[config.mk]
export PLATFORM = sky130hd
export DESIGN_NAME = gcr_global_regs
export DESIGN_NICKNAME = d
export VERILOG_FILES = /design/src/core/gcr_pkg.sv /design/src/core/gcr_global_regs.sv
export SDC_FILE = /design/constraint.sdc
export NUM_CORES = 1
export LEC_CHECK = 0
export ABC_AREA = 1
export ABC_CLOCK_PERIOD_IN_PS = 4800
export BUFFER_PORTS_ARGS = -buffer_cell sky130_fd_sc_hd__clkbuf_2
export CORE_MARGIN = 5
export CORE_UTILIZATION = 41
export DETAILED_ROUTE_END_ITERATION = 10
export SLEW_MARGIN = 20
export SYNTH_ARGS = -nofsm -noshare
export SYNTH_HDL_FRONTEND = slang
export SYNTH_SLANG_ARGS = --single-unit
[constraint.sdc]
create_clock -name clock -period 4.8 [get_ports clock]
set_input_delay 0.24 -clock clock [delete_from_list [all_inputs] [get_ports clock]]
set_output_delay 0.24 -clock clock [all_outputs]
set_load 0.02 [all_outputs]
[src/core/gcr_pkg.sv]
// global control register bank: offsets, field layouts, reset values and shared types
package gcr_pkg;

	// word offsets
	localparam logic [23:0] OFS_ENABLES = 24'h000000;
	localparam logic [23:0] OFS_STATUS = 24'h000001;
	localparam logic [23:0] OFS_SYNTH = 24'h000002;
	localparam logic [23:0] OFS_RESETS_LO = 24'h000003;
	localparam logic [23:0] OFS_RESETS_HI = 24'h000004;
	localparam logic [23:0] OFS_ADDR_LO = 24'h000005;
	localparam logic [23:0] OFS_ADDR_HI = 24'h000006;
	localparam logic [23:0] OFS_IDENT = 24'h000007;
	localparam logic [23:0] OFS_SCRATCH = 24'h000008;
	localparam logic [23:0] OFS_CONTROL = 24'h000009;
	localparam logic [23:0] OFS_IRQ_MASK = 24'h00000a;
	localparam logic [23:0] OFS_IRQ_FLAGS = 24'h00000b;
	localparam logic [23:0] OFS_FRAME_CNT = 24'h00000c;

	// implemented-bit masks
	localparam logic [15:0] ENABLES_WMASK = 16'h7fff;
	localparam logic [15:0] ENABLES_FIXED = 16'h8000;
	localparam logic [15:0] SYNTH_WMASK = 16'h07ff;
	localparam logic [15:0] RESETS_LO_WMASK = 16'h7fff;
	localparam logic [15:0] RESETS_HI_WMASK = 16'h0007;
	localparam logic [15:0] ADDR_LO_WMASK = 16'hffdf;
	localparam logic [15:0] ADDR_HI_WMASK = 16'h03ff;
	localparam logic [15:0] CONTROL_WMASK = 16'h03ff;
	localparam logic [15:0] IRQ_WMASK = 16'h003f;

	// reset values
	localparam logic [15:0] ZERO_RST = 16'h0000;
	localparam logic [15:0] CONTROL_RST = 16'h0004;

	// interrupt flag positions
	localparam int IRQ_TICK = 0;
	localparam int IRQ_BOARD_PPS = 1;
	localparam int IRQ_FRAME = 2;
	localparam int IRQ_TEST_SUMS = 3;
	localparam int IRQ_SYS_PPS = 4;
	localparam int IRQ_PHASECAL = 5;

	// back-end operating modes
	typedef enum logic [1:0] {
		MODE_STATION_UNIT = 2'b00,
		MODE_VSI_OUTPUT = 2'b01,
		MODE_TV_GENERATE = 2'b10,
		MODE_TV_RECEIVE = 2'b11
	} gcr_mode_t;

	// pins toward the external clock synthesizer
	typedef struct packed {
		logic synth_load_clock;
		logic synth_reset_line;
		logic synth_update_strobe;
		logic [7:0] synth_serial_bits;
	} gcr_synth_t;

	// global board controls
	typedef struct packed {
		logic [1:0] led_b_colour;
		logic [1:0] led_a_colour;
		logic clock_source_onboard;
		logic spare_dav_n;
		logic spare_reset_n;
		logic refclk_oe_n;
		gcr_mode_t back_end_mode;
	} gcr_ctl_t;

	// buffer memory status levels from its own clock domain
	typedef struct packed {
		logic buffer_empty;
		logic [1:0] buffer_fill;
		logic init_done;
		logic clock_stopped;
		logic divided_clock_lock;
		logic board_clock_lock;
	} gcr_mem_status_t;

endpackage : gcr_pkg

[src/core/gcr_global_regs.sv]
// global control register bank of the data output board, host side word access
`timescale 1ns/1ns
module gcr_global_regs #(
	parameter logic [7:0] ID_CODE = 8'ha7, // arbitrary value
	parameter logic INPUT_VARIANT = 1'b0,
	parameter logic HAS_PHASECAL = 1'b0,
	parameter logic [5:0] REVISION = 6'h01
) (
	input wire logic clock,
	input wire logic sys_rst,
	// host access, one strobe per access
	input wire logic [24:0] host_addr,
	input wire logic host_wr,
	input wire logic host_rd,
	input wire logic [15:0] host_wdata,
	output logic [15:0] host_rdata_r,
	output logic host_ack_r,
	output logic host_irq_r,
	// events from subblocks on this clock
	input wire logic header_error_evt,
	input wire logic tick_evt,
	input wire logic board_pps_evt,
	input wire logic frame_evt,
	input wire logic test_sums_evt,
	input wire logic system_pps_evt,
	input wire logic phasecal_evt,
	input wire logic vsi_delay_change_evt,
	// levels from the buffer memory domain
	input wire gcr_pkg::gcr_mem_status_t mem_status_async,
	// outputs to the board
	output logic [14:0] block_enable_r,
	output logic [14:0] block_reset_low_r,
	output logic [2:0] block_reset_high_r,
	output gcr_pkg::gcr_synth_t synth_r,
	output gcr_pkg::gcr_ctl_t ctl_r,
	output logic [25:0] buffer_start_addr_r
);
	import gcr_pkg::*;

	////////////////////////////////////////////////////////////////////////////
	// decode

	logic [23:0] word_ofs;
	logic wr_enables;
	logic wr_synth;
	logic wr_resets_lo;
	logic wr_resets_hi;
	logic wr_addr_lo;
	logic wr_addr_hi;
	logic wr_scratch;
	logic wr_control;
	logic wr_irq_mask;
	logic rd_irq_flags;

	// lowest byte-address bit is dropped, two host bytes per word
	assign word_ofs = host_addr[24:1];
	assign wr_enables = host_wr && (word_ofs == OFS_ENABLES);
	assign wr_synth = host_wr && (word_ofs == OFS_SYNTH);
	assign wr_resets_lo = host_wr && (word_ofs == OFS_RESETS_LO);
	assign wr_resets_hi = host_wr && (word_ofs == OFS_RESETS_HI);
	assign wr_addr_lo = host_wr && (word_ofs == OFS_ADDR_LO);
	assign wr_addr_hi = host_wr && (word_ofs == OFS_ADDR_HI);
	assign wr_scratch = host_wr && (word_ofs == OFS_SCRATCH);
	assign wr_control = host_wr && (word_ofs == OFS_CONTROL);
	assign wr_irq_mask = host_wr && (word_ofs == OFS_IRQ_MASK);
	assign rd_irq_flags = host_rd && (word_ofs == OFS_IRQ_FLAGS);

	////////////////////////////////////////////////////////////////////////////
	// status synchroniser, the memory clock is foreign to this domain

	gcr_mem_status_t mem_meta_r;
	gcr_mem_status_t mem_sync_r;

	// first stage is only read by the second stage
	always_ff @(posedge clock or posedge sys_rst) begin
		if (sys_rst) begin
			mem_meta_r <= '0;
			mem_sync_r <= '0;
		end else begin
			mem_meta_r <= mem_status_async;
			mem_sync_r <= mem_meta_r;
		end
	end

	////////////////////////////////////////////////////////////////////////////
	// software-written registers

	logic [15:0] enables_r, enables_nxt;
	logic [15:0] synth_word_r, synth_word_nxt;
	logic [15:0] resets_lo_r, resets_lo_nxt;
	logic [15:0] resets_hi_r, resets_hi_nxt;
	logic [15:0] addr_lo_r, addr_lo_nxt;
	logic [15:0] addr_hi_r, addr_hi_nxt;
	logic [15:0] scratch_r, scratch_nxt;
	logic [15:0] control_r, control_nxt;
	logic [15:0] irq_mask_r, irq_mask_nxt;

	// unimplemented bits are masked off so they never store
	always_comb begin
		enables_nxt = enables_r;
		synth_word_nxt = synth_word_r;
		resets_lo_nxt = resets_lo_r;
		resets_hi_nxt = resets_hi_r;
		addr_lo_nxt = addr_lo_r;
		addr_hi_nxt = addr_hi_r;
		scratch_nxt = scratch_r;
		control_nxt = control_r;
		irq_mask_nxt = irq_mask_r;
		if (wr_enables) begin
			enables_nxt = host_wdata & ENABLES_WMASK;
		end
		if (wr_synth) begin
			synth_word_nxt = host_wdata & SYNTH_WMASK;
		end
		if (wr_resets_lo) begin
			resets_lo_nxt = host_wdata & RESETS_LO_WMASK;
		end
		if (wr_resets_hi) begin
			resets_hi_nxt = host_wdata & RESETS_HI_WMASK;
		end
		if (wr_addr_lo) begin
			addr_lo_nxt = host_wdata & ADDR_LO_WMASK;
		end
		if (wr_addr_hi) begin
			addr_hi_nxt = host_wdata & ADDR_HI_WMASK;
		end
		if (wr_scratch) begin
			scratch_nxt = host_wdata;
		end
		if (wr_control) begin
			// all four mode codes are defined, so no code is refused
			control_nxt = host_wdata & CONTROL_WMASK;
		end
		if (wr_irq_mask) begin
			irq_mask_nxt = host_wdata & IRQ_WMASK;
		end
	end

	// control keeps the reference clock tristated out of reset
	always_ff @(posedge clock or posedge sys_rst) begin
		if (sys_rst) begin
			enables_r <= ZERO_RST;
			synth_word_r <= ZERO_RST;
			resets_lo_r <= ZERO_RST;
			resets_hi_r <= ZERO_RST;
			addr_lo_r <= ZERO_RST;
			addr_hi_r <= ZERO_RST;
			scratch_r <= ZERO_RST;
			control_r <= CONTROL_RST;
			irq_mask_r <= ZERO_RST;
		end else begin
			enables_r <= enables_nxt;
			synth_word_r <= synth_word_nxt;
			resets_lo_r <= resets_lo_nxt;
			resets_hi_r <= resets_hi_nxt;
			addr_lo_r <= addr_lo_nxt;
			addr_hi_r <= addr_hi_nxt;
			scratch_r <= scratch_nxt;
			control_r <= control_nxt;
			irq_mask_r <= irq_mask_nxt;
		end
	end

	////////////////////////////////////////////////////////////////////////////
	// board outputs, each loaded from its register's next value on the same edge as the register

	logic [14:0] block_enable_nxt;
	logic [14:0] block_reset_low_nxt;
	logic [2:0] block_reset_high_nxt;
	gcr_synth_t synth_nxt;
	gcr_ctl_t ctl_nxt;

	// extra flop stage keeps every port straight off a flip-flop
	always_comb begin
		block_enable_nxt = enables_nxt[14:0];
		block_reset_low_nxt = resets_lo_nxt[14:0];
		block_reset_high_nxt = resets_hi_nxt[2:0];
		synth_nxt.synth_serial_bits = synth_word_nxt[7:0];
		synth_nxt.synth_update_strobe = synth_word_nxt[8];
		synth_nxt.synth_reset_line = synth_word_nxt[9];
		synth_nxt.synth_load_clock = synth_word_nxt[10];
		ctl_nxt.back_end_mode = gcr_mode_t'(control_nxt[1:0]);
		ctl_nxt.refclk_oe_n = control_nxt[2];
		ctl_nxt.spare_dav_n = control_nxt[3];
		ctl_nxt.spare_reset_n = control_nxt[4];
		ctl_nxt.clock_source_onboard = control_nxt[5];
		ctl_nxt.led_a_colour = control_nxt[7:6];
		ctl_nxt.led_b_colour = control_nxt[9:8];
	end

	always_ff @(posedge clock or posedge sys_rst) begin
		if (sys_rst) begin
			block_enable_r <= '0;
			block_reset_low_r <= '0;
			block_reset_high_r <= '0;
			synth_r <= '0;
			ctl_r <= gcr_ctl_t'(CONTROL_RST[9:0]);
		end else begin
			block_enable_r <= block_enable_nxt;
			block_reset_low_r <= block_reset_low_nxt;
			block_reset_high_r <= block_reset_high_nxt;
			synth_r <= synth_nxt;
			ctl_r <= ctl_nxt;
		end
	end

	////////////////////////////////////////////////////////////////////////////
	// start read address, staged until the next frame or delay change

	logic [25:0] start_addr_nxt;
	logic [25:0] staged_addr;

	// bit 5 has no storage and stays zero in the assembled address
	assign staged_addr = {addr_hi_r[9:0], addr_lo_r[15:6], 1'b0, addr_lo_r[4:0]};

	// a write in the boundary cycle misses it and waits for the next one
	always_comb begin
		start_addr_nxt = buffer_start_addr_r;
		if (frame_evt || vsi_delay_change_evt) begin
			start_addr_nxt = staged_addr;
		end
	end

	always_ff @(posedge clock or posedge sys_rst) begin
		if (sys_rst) begin
			buffer_start_addr_r <= '0;
		end else begin
			buffer_start_addr_r <= start_addr_nxt;
		end
	end

	////////////////////////////////////////////////////////////////////////////
	// sticky header error, frame counter, interrupt flags and line

	logic header_err_r, header_err_nxt;
	logic [15:0] frame_cnt_r, frame_cnt_nxt;
	logic [5:0] irq_flags_r, irq_flags_nxt;
	logic [5:0] irq_events;
	logic host_irq_nxt;

	assign irq_events[IRQ_TICK] = tick_evt;
	assign irq_events[IRQ_BOARD_PPS] = board_pps_evt;
	assign irq_events[IRQ_FRAME] = frame_evt;
	assign irq_events[IRQ_TEST_SUMS] = test_sums_evt;
	assign irq_events[IRQ_SYS_PPS] = system_pps_evt;
	assign irq_events[IRQ_PHASECAL] = phasecal_evt;

	// an event in the read cycle survives the clear, so none is lost
	always_comb begin
		header_err_nxt = header_err_r | header_error_evt;
		frame_cnt_nxt = frame_cnt_r;
		if (frame_evt) begin
			frame_cnt_nxt = frame_cnt_r + 16'h0001;
		end
		irq_flags_nxt = irq_flags_r;
		if (rd_irq_flags) begin
			irq_flags_nxt = '0;
		end
		irq_flags_nxt = irq_flags_nxt | irq_events;
		host_irq_nxt = |(irq_flags_nxt & irq_mask_nxt[5:0]);
	end

	always_ff @(posedge clock or posedge sys_rst) begin
		if (sys_rst) begin
			header_err_r <= 1'b0;
			frame_cnt_r <= '0;
			irq_flags_r <= '0;
			host_irq_r <= 1'b0;
		end else begin
			header_err_r <= header_err_nxt;
			frame_cnt_r <= frame_cnt_nxt;
			irq_flags_r <= irq_flags_nxt;
			host_irq_r <= host_irq_nxt;
		end
	end

	////////////////////////////////////////////////////////////////////////////
	// read mux, answered one cycle after the strobe

	logic [15:0] status_word;
	logic [15:0] ident_word;
	logic [15:0] rdata_nxt;
	logic ack_nxt;

	// unused status bits are tied low
	assign status_word = {4'h0, mem_sync_r.buffer_empty, mem_sync_r.buffer_fill,
		mem_sync_r.init_done, 4'h0, mem_sync_r.clock_stopped,
		mem_sync_r.divided_clock_lock, mem_sync_r.board_clock_lock, header_err_r};
	assign ident_word = {ID_CODE, INPUT_VARIANT, HAS_PHASECAL, REVISION};

	// unmapped offsets read as zero
	always_comb begin
		rdata_nxt = '0;
		ack_nxt = host_rd || host_wr;
		if (host_rd) begin
			unique case (word_ofs)
				OFS_ENABLES: rdata_nxt = enables_r | ENABLES_FIXED;
				OFS_STATUS: rdata_nxt = status_word;
				OFS_SYNTH: rdata_nxt = synth_word_r;
				OFS_RESETS_LO: rdata_nxt = resets_lo_r;
				OFS_RESETS_HI: rdata_nxt = resets_hi_r;
				OFS_ADDR_LO: rdata_nxt = addr_lo_r;
				OFS_ADDR_HI: rdata_nxt = addr_hi_r;
				OFS_IDENT: rdata_nxt = ident_word;
				OFS_SCRATCH: rdata_nxt = scratch_r;
				OFS_CONTROL: rdata_nxt = control_r;
				OFS_IRQ_MASK: rdata_nxt = irq_mask_r;
				OFS_IRQ_FLAGS: rdata_nxt = {10'h000, irq_flags_r};
				OFS_FRAME_CNT: rdata_nxt = frame_cnt_r;
				default: rdata_nxt = '0;
			endcase
		end
	end

	always_ff @(posedge clock or posedge sys_rst) begin
		if (sys_rst) begin
			host_rdata_r <= '0;
			host_ack_r <= 1'b0;
		end else begin
			host_rdata_r <= rdata_nxt;
			host_ack_r <= ack_nxt;
		end
	end

endmodule : gcr_global_regs

# Word level (Yosys, flattened, before mapping)
# Index checks and enable logic that the tools add are counted.
# W data, S select, Z words.
[word_totals] reg_bits=202 inputBits=60
[classes] n_mux=9 addsub=1 reduce_logical=14 n_bitwise=3 n_eq_ne=12
[ops] op="$pmux W16 S13" n=1
[ops] op="$eq A24 B4 Y1 const B" n=5
[ops] op="$eq A24 B3 Y1 const B" n=4
[ops] op="$eq A24 B2 Y1 const B" n=2
[ops] op="$mux W15" n=2
[ops] op="$eq A24 B1 Y1 const B" n=1
[ops] op="$logic_not A24 Y1" n=1
[ops] op="$add A16 B1 Y16 const B" n=1
[ops] op="$mux W16" n=1
[ops] op="$mux W6" n=2
[ops] op="$mux W11" n=1
[ops] op="$logic_and A1 B1 Y1" n=10
[ops] op="$mux W10" n=1
[ops] op="$and A6 B6 Y6" n=1
[ops] op="$or A6 B6 Y6" n=1
[ops] op="$reduce_or A6 Y1" n=1
[ops] op="$mux W3" n=1
[ops] op="$logic_or A1 B1 Y1" n=2
[ops] op="$or A1 B1 Y1" n=1

# Longest topological paths before layout
# Gate-level depths: netlist of run 1.
[depth] ltp_word=6 ltp_mapped=13 ltp_nobuf=13

# Worst setup path before layout of run 1
# No wires, ideal clock.
[synth_timing] path_type="input to register" from="input host_addr[16]" to="register scratch_r[1]" arrival_time_ns=1.363 stages=11 path_slack_ns=3.313 setup_time_ns=0.124 t_required_ns=4.676 cell_sequence="nor2_1 nand2_2 nor2_8 nand2_8 nor2_8 nand2_2 clkinv_2 nand2_4 buf_6 nand2_1 o21ai_2"
[synth_between] elab_chain_cells=2
[synth_rtl] element="start: declaration" line_no="gcr_global_regs.sv:12" text="input wire logic [24:0] host_addr,"
[synth_rtl] element="$eq A24 B4 Y1" line_no="gcr_global_regs.sv:63" text="assign wr_scratch = host_wr && (word_ofs == OFS_SCRATCH);"
[synth_rtl] element="$logic_and A1 B1 Y1" line_no="gcr_global_regs.sv:63"
[synth_rtl] element="end signal: assignment" line_no="gcr_global_regs.sv:158" text="scratch_r <= scratch_nxt;"
[synth_rtl] element="end: declaration" line_no="gcr_global_regs.sv:94" text="logic [15:0] scratch_r, scratch_nxt;"
# No other way between the ends.
# A chain may end at the register's enable or synchronous reset.

# Worst setup path in the final report of run 1
[layout_timing] from="input host_addr[22]" to="register addr_lo_r[4]"
[layout_between] elab_chain_cells=2
[layout_rtl] element="$eq A24 B3 Y1" line_no="gcr_global_regs.sv:61" text="assign wr_addr_lo = host_wr && (word_ofs == OFS_ADDR_LO);"
[layout_rtl] element="$logic_and A1 B1 Y1" line_no="gcr_global_regs.sv:61"
[layout_rtl] element="end signal: assignment" line_no="gcr_global_regs.sv:156" text="addr_lo_r <= addr_lo_nxt;"
[layout_rtl] element="end: declaration" line_no="gcr_global_regs.sv:92" text="logic [15:0] addr_lo_r, addr_lo_nxt;"
# No other way between the ends.

==> results.sh, run 1 <==
export IMPL_outcome="complete, but fails checks"
export IMPL_violations="negative hold slack"
export IMPL_drt_wl_total_mm=24.3
export IMPL_synth_top_family_by_area="simple AND/OR/NAND/NOR gates"
export IMPL_port_buffers=155
export IMPL_endpoint_kind="flip-flop"
export IMPL_synth_seq_area_share_pct=53.4
export IMPL_firstDrtPassIters=5
export IMPL_setup_viol=0
export IMPL_synth_compound_area_share_pct=9.25
export IMPL_criticalPathCategory="in2reg"
export IMPL_synth_simple_area_share_pct=26.7
export IMPL_maxSlewHeadroom_pct=25.0
export IMPL_ios=158
export IMPL_maxCapViolCount=0
export IMPL_core_area_sq_mm=0.0203
export IMPL_postCtsSetupBuffers=0
export IMPL_area_growth_pct=19.4
export IMPL_cts_buffers_inserted=17
export IMPL_tns_ps=0
export IMPL_synthArstFlopShare_pct=100
export IMPL_dp_cells=1335
export IMPL_rsz0062_at_grt="no"
export IMPL_min_period_ps=2270
export IMPL_pwr_share_seq_pct=48.5
export IMPL_numClockSinks=181
export IMPL_finalNonFillerCells=1374
export IMPL_skew_ps=9.58
export IMPL_place_area_sq_mm=0.00941
export IMPL_p_comb_share_pct=6.0
export IMPL_clock_latency_ps=440
export IMPL_worstMarginPinSlew_ps=1130
export IMPL_cts_tree="done"
export IMPL_hpwl_mm=17.0
export IMPL_drv_slew=0
export IMPL_drtIter0Drc=581
export IMPL_final_common_cell="nand2_1"
export IMPL_fillers=2004
export IMPL_rows=52
export IMPL_grt_max_degree=182
export IMPL_via_per_inst=4.99
export IMPL_multiInputGateArea_sq_mm=0.00335
export IMPL_synth_largest_area_cell="dfrtp_1"
export IMPL_fin_crit_sh_pct=47.3
export IMPL_die_w_um=154
export IMPL_clock_fmax_mhz=441
export IMPL_synth_nets=1002
export IMPL_grt_pass1_vias=6688
export IMPL_arrival_ps=2580
export IMPL_synth_cells=941
export IMPL_p_int_w=0.00251
export IMPL_synthAdderAreaFrac_pct=0.148
export IMPL_dieArea_sq_mm=0.0237
export IMPL_num_vias=6850
export IMPL_final_util_pct=49.9
export IMPL_overflow=0
export IMPL_synth_top_cells_by_area="dfrtp_1, nand2_1, nand3_1"
export IMPL_synth_enable_flop_cells=0
export IMPL_min_path_type="in2async"
export IMPL_antenna_found_initial=1
export IMPL_htree_levels=4
export IMPL_hold_viol=15
export IMPL_pwr_share_clk_pct=45.5
export IMPL_synth_mux_area_share_pct=2.13
export IMPL_required_ps=5110
export IMPL_ys_ff_latch=181
export IMPL_final_cell_area_sq_mm=0.0101
export IMPL_cp_start_kind="input port"
export IMPL_syn_area_per_cell_sq_um=9.01
export IMPL_cts_root_buf="clkbuf_16"
export IMPL_cts_buffer_depth=2
export IMPL_gp_congestion=0.830
export IMPL_switchingPower_w=0.000806
export IMPL_grtUsageTotal_pct=20.9
export IMPL_syn_area_sq_mm=0.00848
export IMPL_die_height_um=154
export IMPL_grt_pass1_wl_mm=38.4
export IMPL_initial_core_util_pct=41.8
export IMPL_clk_pin_slew_ps=70
export IMPL_layout_nets=1153
export IMPL_diodes=0
export IMPL_synth_xor_area_share_pct=1.24
export IMPL_power_density_mw_per_mm2=328
export IMPL_critPathMaxFanout=30
export IMPL_drc_errors=0
export IMPL_power_switching_share_pct=24.3
export IMPL_layout_common_cells="nand2_1, dfrtp_1, clkbuf_2"
export IMPL_dominantRegCellSynth="dfrtp_1"
export IMPL_antenna_left=0
export IMPL_hold_slack_ps=-29.3
export IMPL_p_leak_nw=5.14
export IMPL_drive_above_1_share_pct=27.9
export IMPL_wire_per_inst_um=17.7
export IMPL_synth_distinct_cells=47
export IMPL_ff_latch_area_sq_mm=0.00453
export IMPL_vdd_drop_max_uv=277
export IMPL_yosys_warnings=0
export IMPL_synth_top_cell_area_share_pct=53.1
export IMPL_total_power_w=0.00332
## critical path, stage by stage
cell	delay, ps
clkbuf_2	80
nor2_1	120
nand2_2	100
nor2_8	390
nand2_8	180
nor2_4	380
nand2_2	220
clkinv_2	170
nand2_2	410
nand2_1	180
o21ai_1	80
## power groups by stage
stage | sequential (W) | clock, W | combinational (W)
after detailed placement | 0.00164 | 0 | 0.000198
after floorplan | 0.00163 | 0 | 0.000131
final | 0.00161 | 0.00151 | 0.000200
after global routing | 0.00162 | 0.00160 | 0.000231
after global placement | 0.00164 | 0 | 0.000193
after CTS | 0.00161 | 0.00153 | 0.000203
## kinds of logic (layout without fill, tap and decap cells)
logic type                 after synthesis  count (layout)
AOI/OAI and AO/OA                      138             138
xor gates and xnor gates                12              12
buffers and inverters                  132             295
muxes                                   16              16
adders and majority gates                1               1
other                                    1               1
DFF                                    181             181
and+or+nand+nor                        460             460
## cell usage after synthesis (7+ instances only)
library cell  number
nor3_1             9
inv_1             77
nand4_1           16
buf_4              7
buf_2             16
nor2_1            85
inv_2             14
mux2_2            16
nor2_4             7
o21ai_2           17
a21oi_1            9
nand2_2           13
dfrtp_1          180
o21ai_1           69
xor2_1             9
nor2_2            16
nand3_1           80
o21ai_0           35
nand2_1          206
## cell type report
cell class / instances / area share, %
tap: 270 / 3.34
clock inverter: 14 / 1.98
inverter: 97 / 3.72
clock buffer: 17 / 4.20
multi-input combinational: 628 / 33.1
timing repair buffer: 167 / 8.88
sequential: 181 / 44.8
## timing repair
action	in CTS	in global routing
hold endpoints to repair	8	0
resized for setup	0	0
hold buffers	8	0
setup endpoints to repair	0	0
## final timing paths
kind	start	cells past startpoint	to	slack (ps)
min reg2reg	mem_meta_r[0]	0	mem_sync_r[0]	350
max in group asynchronous	sys_rst	3	block_reset_high_r[0]	3900
max	host_addr[22]	11	addr_lo_r[4]	2530
min	sys_rst	3	host_rdata_r[15]	-30
min in group clock	system_pps_evt	3	irq_flags_r[4]	20
max reg2reg	frame_cnt_r[0]	9	frame_cnt_r[14]	3060
## state kept, by name, summed over array words and instances, names as in the netlist, 7 cells and up
name                 count
buffer_start_addr_r     25
frame_cnt_r             16
host_rdata_r            16
scratch_r               16
addr_lo_r               15
block_enable_r          15
block_reset_low_r       15
addr_hi_r               10
control_r                7
mem_meta_r               7
mem_sync_r               7
synth_r                  7
## per-layer routing
| layer | share of wire [%] | global-route usage, % | vias up |
|---|---|---|---|
| met5 | 0.029 | 0 | - |
| met4 | 1.2 | 4.88 | 2 |
| met3 | 7.2 | 5.45 | 26 |
| met2 | 47 | 33.4 | 233 |
| met1 | 44 | 28.6 | 3238 |
| li1 | - | - | 3351 |
## through the flow
| step | setup slack (ps) | hold slack [ps] |
|---|---|---|
| 3_5_place_dp | 1940 | 335 |
| 5_1_grt | 2290 | 12.9 |
| 4_1_cts | 2400 | 10.0 |
| 6_report | 2530 | -29.3 |
| 2_1_floorplan | 2240 | 271 |
| 3_3_place_gp | 2020 | 334 |
Note: power is estimated with default switching activity, not from simulation.
==> run 2: changes to the inputs <==
--- a/config.mk
+++ b/config.mk
@@ -6,7 +6,7 @@
 export NUM_CORES = 1
 export LEC_CHECK = 0
 export ABC_AREA = 1
-export ABC_CLOCK_PERIOD_IN_PS = 4800
+export ABC_CLOCK_PERIOD_IN_PS = 2300
 export BUFFER_PORTS_ARGS = -buffer_cell sky130_fd_sc_hd__clkbuf_2
 export CORE_MARGIN = 5
 export CORE_UTILIZATION = 41
==> constraint.sdc (replaced) <==
create_clock -name clock -period 2.3 [get_ports clock]
set_input_delay 0.115 -clock clock [delete_from_list [all_inputs] [get_ports clock]]
set_output_delay 0.115 -clock clock [all_outputs]
set_load 0.02 [all_outputs]
==> run 2 against run 1 <==
Against the previous run:
- the flow now finishes without violations
- count of clock-buffer cells in the layout rose by 7
- utilization increased by 1.7 points
- combinational power rose by 130%
- first-iteration DRC count is 3.1% higher
- power increased by 100%
- register-to-register slack worse by 2500 ps
- worst setup slack got worse by 2100 ps
- die area did not move
- cell area rose by 3.4%
- sequential share of layout area shrank 1.5 points
- sequential power up 110%
- global-route usage shrank 0.068 points
==> results.sh, run 2 (synthesized netlist as in run 1, its figures left out) <==
export IMPL_cts_buffers_inserted=17
export IMPL_slowest_delay_ps=520
export IMPL_rows=52
export IMPL_numClockSinks=181
export IMPL_power_density_mw_per_mm2=638
export IMPL_grt_pass1_vias=6938
export IMPL_area_growth_pct=23.4
export IMPL_min_period_ps=1850
export IMPL_antenna_found_initial=0
export IMPL_firstDrtPassIters=5
export IMPL_final_util_pct=51.5
export IMPL_criticalPathCategory="in2reg"
export IMPL_die_height_um=154
export IMPL_cts_tree="done"
export IMPL_p_leak_nw=5.31
export IMPL_pwr_share_clk_pct=42.9
export IMPL_pwr_share_seq_pct=50.3
export IMPL_layout_common_cells="nand2_1, dfrtp_1, clkbuf_2"
export IMPL_drive_above_1_share_pct=28.6
export IMPL_postCtsSetupBuffers=0
export IMPL_required_ps=2610
export IMPL_layout_nets=1194
export IMPL_largest_reg_flops=25
export IMPL_hold_viol=0
export IMPL_clock_latency_ps=430
export IMPL_total_power_w=0.00668
export IMPL_grtUsageTotal_pct=20.8
export IMPL_vdd_drop_max_uv=562
export IMPL_rsz0062_at_grt="no"
export IMPL_cp_num_buf_inv=3
export IMPL_drt_wl_total_mm=24.5
export IMPL_overflow=0
export IMPL_maxCapViolCount=0
export IMPL_critPathMaxFanout=6
export IMPL_crit_path_top_delay_cell="dlygate4sd3_1"
export IMPL_clock_fmax_mhz=542
export IMPL_drv_slew=0
export IMPL_endpoint_kind="flip-flop"
export IMPL_tns_ps=0
export IMPL_dieArea_sq_mm=0.0237
export IMPL_outcome="completed"
export IMPL_crit_chain="dlygate4sd3_1, clkbuf_2, inv_1, nor2_1, nand2_1, nor2_1, nand3b_1, nor3_1, nand2_1, xor2_1"
export IMPL_grt_max_degree=70
export IMPL_top_register="buffer_start_addr_r"
export IMPL_gp_congestion=0.862
export IMPL_maxSlewHeadroom_pct=64.3
export IMPL_arrival_ps=2160
export IMPL_switchingPower_w=0.00161
export IMPL_grt_pass1_wl_mm=38.5
export IMPL_drtIter0Drc=599
export IMPL_ios=158
export IMPL_power_switching_share_pct=24.2
export IMPL_setup_viol=0
export IMPL_critPathTopFamily="simple AND/OR/NAND/NOR gates"
export IMPL_cp_start_kind="input port"
export IMPL_antenna_left=0
export IMPL_p_int_w=0.00506
export IMPL_htree_levels=4
export IMPL_core_area_sq_mm=0.0203
export IMPL_drc_errors=0
export IMPL_via_per_inst=5.03
export IMPL_clk_pin_slew_ps=70
export IMPL_diodes=0
export IMPL_fillers=1979
export IMPL_skew_ps=8.91
export IMPL_cts_root_buf="clkbuf_16"
export IMPL_worstMarginPinSlew_ps=536
export IMPL_hpwl_mm=18.2
export IMPL_p_comb_share_pct=6.7
export IMPL_wire_per_inst_um=17.3
export IMPL_num_vias=7121
export IMPL_rrSetupSlack_ps=520
export IMPL_port_buffers=155
export IMPL_final_common_cell="nand2_1"
export IMPL_fin_crit_sh_pct=80.3
export IMPL_die_w_um=154
export IMPL_hold_slack_ps=67.5
export IMPL_cts_buffer_depth=2
export IMPL_initial_core_util_pct=41.8
export IMPL_min_path_type="in2reg"
==> run 2: cell count changes in the layout (fill, tap and decap cells not counted), sizes merged <==
| cell | delta |
|---|---|
| clkbuf | +7 |
| clkinvlp | +2 |
| buf | +23 |
| clkinv | -5 |
| bufinv | -3 |
| dlygate4sd3 | +18 |
==> run 2: metrics by stage <==
stage / worst slack [ps] / cells / instance area (sq um)
2_1_floorplan: -137 / 941 / 8480
3_3_place_gp: 396 / 1358 / 9620
3_5_place_dp: 347 / 1358 / 9620
4_1_cts: 518 / 1416 / 10500
5_1_grt: 336 / 1416 / 10500
6_report: 454 / 1416 / 10500
==> run 2: layout make-up <==
class	instances	area, sq um	share of cell area (%)
multi-input combinational	628	3350	32.0
clock inverter	8	90.1	0.861
timing repair buffer	208	1290	12.3
inverter	97	377	3.60
clock buffer	24	492	4.70
sequential	181	4530	43.3
tap	270	338	3.23
==> run 2: path summary, 6_finish.rpt <==
check,start,to,cells after the start
max,frame_evt,frame_cnt_r[15],10
min,host_wdata[9],scratch_r[9],3
max reg2reg,frame_cnt_r[2],frame_cnt_r[15],8
min reg2reg,mem_meta_r[0],mem_sync_r[0],0
max in group asynchronous,sys_rst,control_r[2],4
min in group asynchronous,sys_rst,host_rdata_r[13],4
==> run 2: power by group through the flow <==
stage | registers [W] | clock network [W] | logic [W]
after global placement | 0.00342 | 0 | 0.000413
after global routing | 0.00337 | 0.00305 | 0.000514
after detailed placement | 0.00342 | 0 | 0.000421
after floorplan | 0.00340 | 0 | 0.000274
after CTS | 0.00336 | 0.00291 | 0.000457
final | 0.00336 | 0.00287 | 0.000450
==> run 2: routing by layer <==
layer | up-vias | global-route usage (%) | wire length, um | part of all wire (%)
met3 | 31 | 3.99 | 1500 | 6.1
met2 | 237 | 33.2 | 11500 | 47
met4 | 0 | 7.19 | 478 | 2.0
li1 | 3436 | - | - | -
met1 | 3417 | 28.6 | 11000 | 45
met5 | - | 0 | 0 | 0
==> run 2: worst register-to-register path: stages (launching register included) <==
cell and delay (ps):
dfrtp_1 420, nand3_1 100, nor2_1 230, nand2_1 130, nor2_1 130, nand3b_1 150, nor3_1 270, nand2_1 100
xor2_1 150
==> run 2: timing repair <==
item,4_1_cts,5_1_grt
endpoints found under the hold margin,206,0
hold buffers,26,0
gates resized for setup,0,0
==> run 3: changes to the inputs <==
--- a/config.mk
+++ b/config.mk
@@ -5,8 +5,8 @@
 export SDC_FILE = /design/constraint.sdc
 export NUM_CORES = 1
 export LEC_CHECK = 0
-export ABC_AREA = 1
-export ABC_CLOCK_PERIOD_IN_PS = 2300
+export ABC_AREA = 0
+export ABC_CLOCK_PERIOD_IN_PS = 1600
 export BUFFER_PORTS_ARGS = -buffer_cell sky130_fd_sc_hd__clkbuf_2
 export CORE_MARGIN = 5
 export CORE_UTILIZATION = 41
==> constraint.sdc (replaced) <==
create_clock -name clock -period 1.6 [get_ports clock]
set_input_delay 0.08 -clock clock [delete_from_list [all_inputs] [get_ports clock]]
set_output_delay 0.08 -clock clock [all_outputs]
set_load 0.02 [all_outputs]
==> run 3 against run 2 <==
Against the previous run:
- routed wire length shrank 0.91%
- critical endpoint is now host_rdata_r[0]
- sequential share of layout area down 1.5 points
- count of clock-buffer cells in the layout down 4
- utilization up 4.7 points
- critical path type unchanged
- clock skew rose by 1.6 ps
==> results.sh, run 3 <==
export IMPL_yosysMostFrequentCell="dfrtp_1"
export IMPL_grt_pass1_vias=6487
export IMPL_antenna_found_initial=0
export IMPL_synth_top_cells_by_area="dfrtp_1, mux2_2, mux2_4"
export IMPL_required_ps=1940
export IMPL_syn_area_per_cell_sq_um=14.1
export IMPL_fillers=1685
export IMPL_met2_usage_pct=36.2
export IMPL_cts_tree="done"
export IMPL_tns_ps=0
export IMPL_final_util_pct=56.2
export IMPL_top_usage_layer="met2"
export IMPL_r2r_start="scratch_r[2]"
export IMPL_maxCapViolCount=0
export IMPL_total_power_w=0.00976
export IMPL_grtUsageTotal_pct=22.4
export IMPL_dieArea_sq_mm=0.0223
export IMPL_fin_crit_sh_pct=98.6
export IMPL_area_growth_pct=36.2
export IMPL_die_height_um=149
export IMPL_core_area_sq_mm=0.0193
export IMPL_rsz0062_at_grt="yes"
export IMPL_power_density_mw_per_mm2=901
export IMPL_cp_start_kind="input port"
export IMPL_arrival_ps=1910
export IMPL_top_register="buffer_start_addr_r"
export IMPL_grtUsageMet3_pct=4.62
export IMPL_synth_nets=626
export IMPL_final_common_cell="dfrtp_1"
export IMPL_vdd_drop_max_uv=670
export IMPL_p_int_w=0.00745
export IMPL_switchingPower_w=0.00231
export IMPL_numClockSinks=181
export IMPL_pwr_share_clk_pct=42.1
export IMPL_skew_ps=10.5
export IMPL_worstMarginPinSlew_ps=556
export IMPL_rows=51
export IMPL_p_comb_share_pct=9.0
export IMPL_layout_nets=903
export IMPL_criticalPathCategory="in2reg"
export IMPL_hold_slack_ps=25.2
export IMPL_syn_area_sq_mm=0.00796
export IMPL_hpwl_mm=18.1
export IMPL_clk_pin_slew_ps=60
export IMPL_synth_distinct_cells=54
export IMPL_diodes=0
export IMPL_dominantRegCellSynth="dfrtp_1"
export IMPL_cts_buffer_depth=2
export IMPL_ys_ff_latch=181
export IMPL_die_w_um=149
export IMPL_synthTopCellsByCount="dfrtp_1, mux2_2, mux2_4, a22oi_1, nand2_1"
export IMPL_htree_levels=4
export IMPL_synth_top_cell_area_share_pct=56.6
export IMPL_pwr_share_seq_pct=48.9
export IMPL_p_leak_nw=5.48
export IMPL_holdPathEnd="block_reset_low_r[6]"
export IMPL_cts_root_buf="clkbuf_16"
export IMPL_synth_largest_area_cell="dfrtp_1"
export IMPL_synth_cells=565
export IMPL_drv_slew=0
export IMPL_wire_per_inst_um=21.7
export IMPL_synth_enable_flop_cells=0
export IMPL_drt_wl_total_mm=24.2
export IMPL_firstDrtPassIters=5
export IMPL_grt_use_met1_pct=30.2
export IMPL_min_period_ps=1580
export IMPL_power_switching_share_pct=23.7
export IMPL_initial_core_util_pct=41.3
export IMPL_overflow=0
export IMPL_r2r_worst_path_cells=6
export IMPL_clock_latency_ps=440
export IMPL_layout_common_cells="dfrtp_1, clkbuf_2, mux2_2"
export IMPL_port_buffers=155
export IMPL_min_path_type="in2reg"
export IMPL_via_per_inst=5.34
export IMPL_synthArstFlopShare_pct=100
export IMPL_gp_congestion=0.899
export IMPL_drive_above_1_share_pct=55.8
export IMPL_largest_reg_flops=25
export IMPL_clock_fmax_mhz=634
export IMPL_drtIter0Drc=340
export IMPL_ios=158
export IMPL_drc_errors=0
export IMPL_yosys_warnings=0
export IMPL_outcome="completed"
export IMPL_setup_viol=0
export IMPL_cts_buffers_inserted=17
export IMPL_grt_max_degree=81
export IMPL_endpoint_kind="flip-flop"
export IMPL_num_vias=5968
export IMPL_critPathMaxFanout=4
export IMPL_hold_viol=0
export IMPL_antenna_left=0
export IMPL_rrSetupSlack_ps=90
export IMPL_min_from="host_wdata[6]"
export IMPL_synth_seq_area_share_pct=56.9
export IMPL_worstHoldPathCells=2
export IMPL_maxSlewHeadroom_pct=62.8
export IMPL_grt_pass1_wl_mm=37.7
export IMPL_regToRegEndpoint="host_rdata_r[2]"
==> run 3: cell count changes after synthesis, sizes merged, moves of 8 or more <==
cell | previous run | this run
a31oi | 0 | 11
nand3 | 86 | 13
o21ai | 122 | 4
nor2 | 111 | 19
xnor2 | 3 | 11
nand4 | 20 | 6
mux2i | 0 | 13
a22oi | 0 | 22
buf | 29 | 16
inv | 93 | 4
mux2 | 16 | 131
nand2 | 226 | 25
and3 | 0 | 10
==> run 3: routing by layer <==
layer  wire (um)  vias up
li1            -     2662
met1       10700     3057
met2       11600      211
met3        1360       38
met4         546        0
met5           0        -
==> run 3: worst max-delay path by stage <==
| stage | start | to | slack, ps | depth (start not counted) |
|---|---|---|---|---|
| detailed placement | host_addr[19] | host_rdata_r[15] | -490 | 7 |
| global route | host_addr[6] | host_irq_r | -70 | 7 |
| floorplan | sys_rst | addr_hi_r[0] | -800 | 1 |
| CTS | frame_cnt_r[1] | frame_cnt_r[10] | 40 | 6 |
| global placement | host_addr[19] | host_rdata_r[15] | -550 | 7 |
| finish | host_addr[19] | host_rdata_r[0] | 20 | 8 |
==> run 3: timing repair <==
| action | in CTS | in global routing |
|---|---|---|
| buffers inserted | 1 | 4 |
| hold endpoints to repair | 224 | 0 |
| resized for setup | 5 | 22 |
| hold buffers | 22 | 0 |
| setup endpoints to repair | 5 | 56 |
| pin swaps | 1 | 7 |
==> run 3: cell families after synthesis <==
kind of cell | count (synthesis) | synth area share [%]
flip-flops | 181 | 56.9
other | 1 | 0.0471
AND/OR/NAND/NOR | 111 | 9.62
buffers and inverters | 28 | 2.23
adder cells (fa/ha/maj) | 1 | 0.157
XOR/XNOR | 15 | 1.65
AO/OA/AOI/OAI | 84 | 7.77
multiplexers | 144 | 21.6
==> run 3: layout make-up <==
| cell class | instances | area [sq um] | area share (%) |
|---|---|---|---|
| clock inverter | 10 | 125 | 1.15 |
| inverter | 4 | 18.8 | 0.173 |
| sequential | 181 | 4530 | 41.8 |
| clock buffer | 20 | 447 | 4.12 |
| multi-input combinational | 356 | 3470 | 32.0 |
| timing repair buffer | 282 | 1910 | 17.7 |
| tap | 265 | 332 | 3.06 |
==> run 3: critical path, cell delays in order <==
cell and delay (ps):
clkbuf_2 110, nor4_4 380, buf_4 180, and3_4 200, nand2_4 60, or4_4 470, and4_1 210, a31oi_2 220
==> run 3: power groups by stage <==
stage          combinational (W)  clock, W  sequential (W)
6_report                0.000876   0.00411         0.00477
5_1_grt                 0.000955   0.00436         0.00478
4_1_cts                 0.000835   0.00421         0.00476
3_5_place_dp            0.000789         0         0.00484
3_3_place_gp            0.000762         0         0.00483
2_1_floorplan           0.000326         0         0.00485
==> run 3: through the flow <==
step                      worst slack [ps]  cell area [sq um]  std cells
after detailed placement              -492               9880       1061
after floorplan                       -802               8090        565
after global routing                 -68.4              10800       1118
final                                 22.1              10800       1118
after CTS                             39.8              10700       1114
after global placement                -545               9880       1061
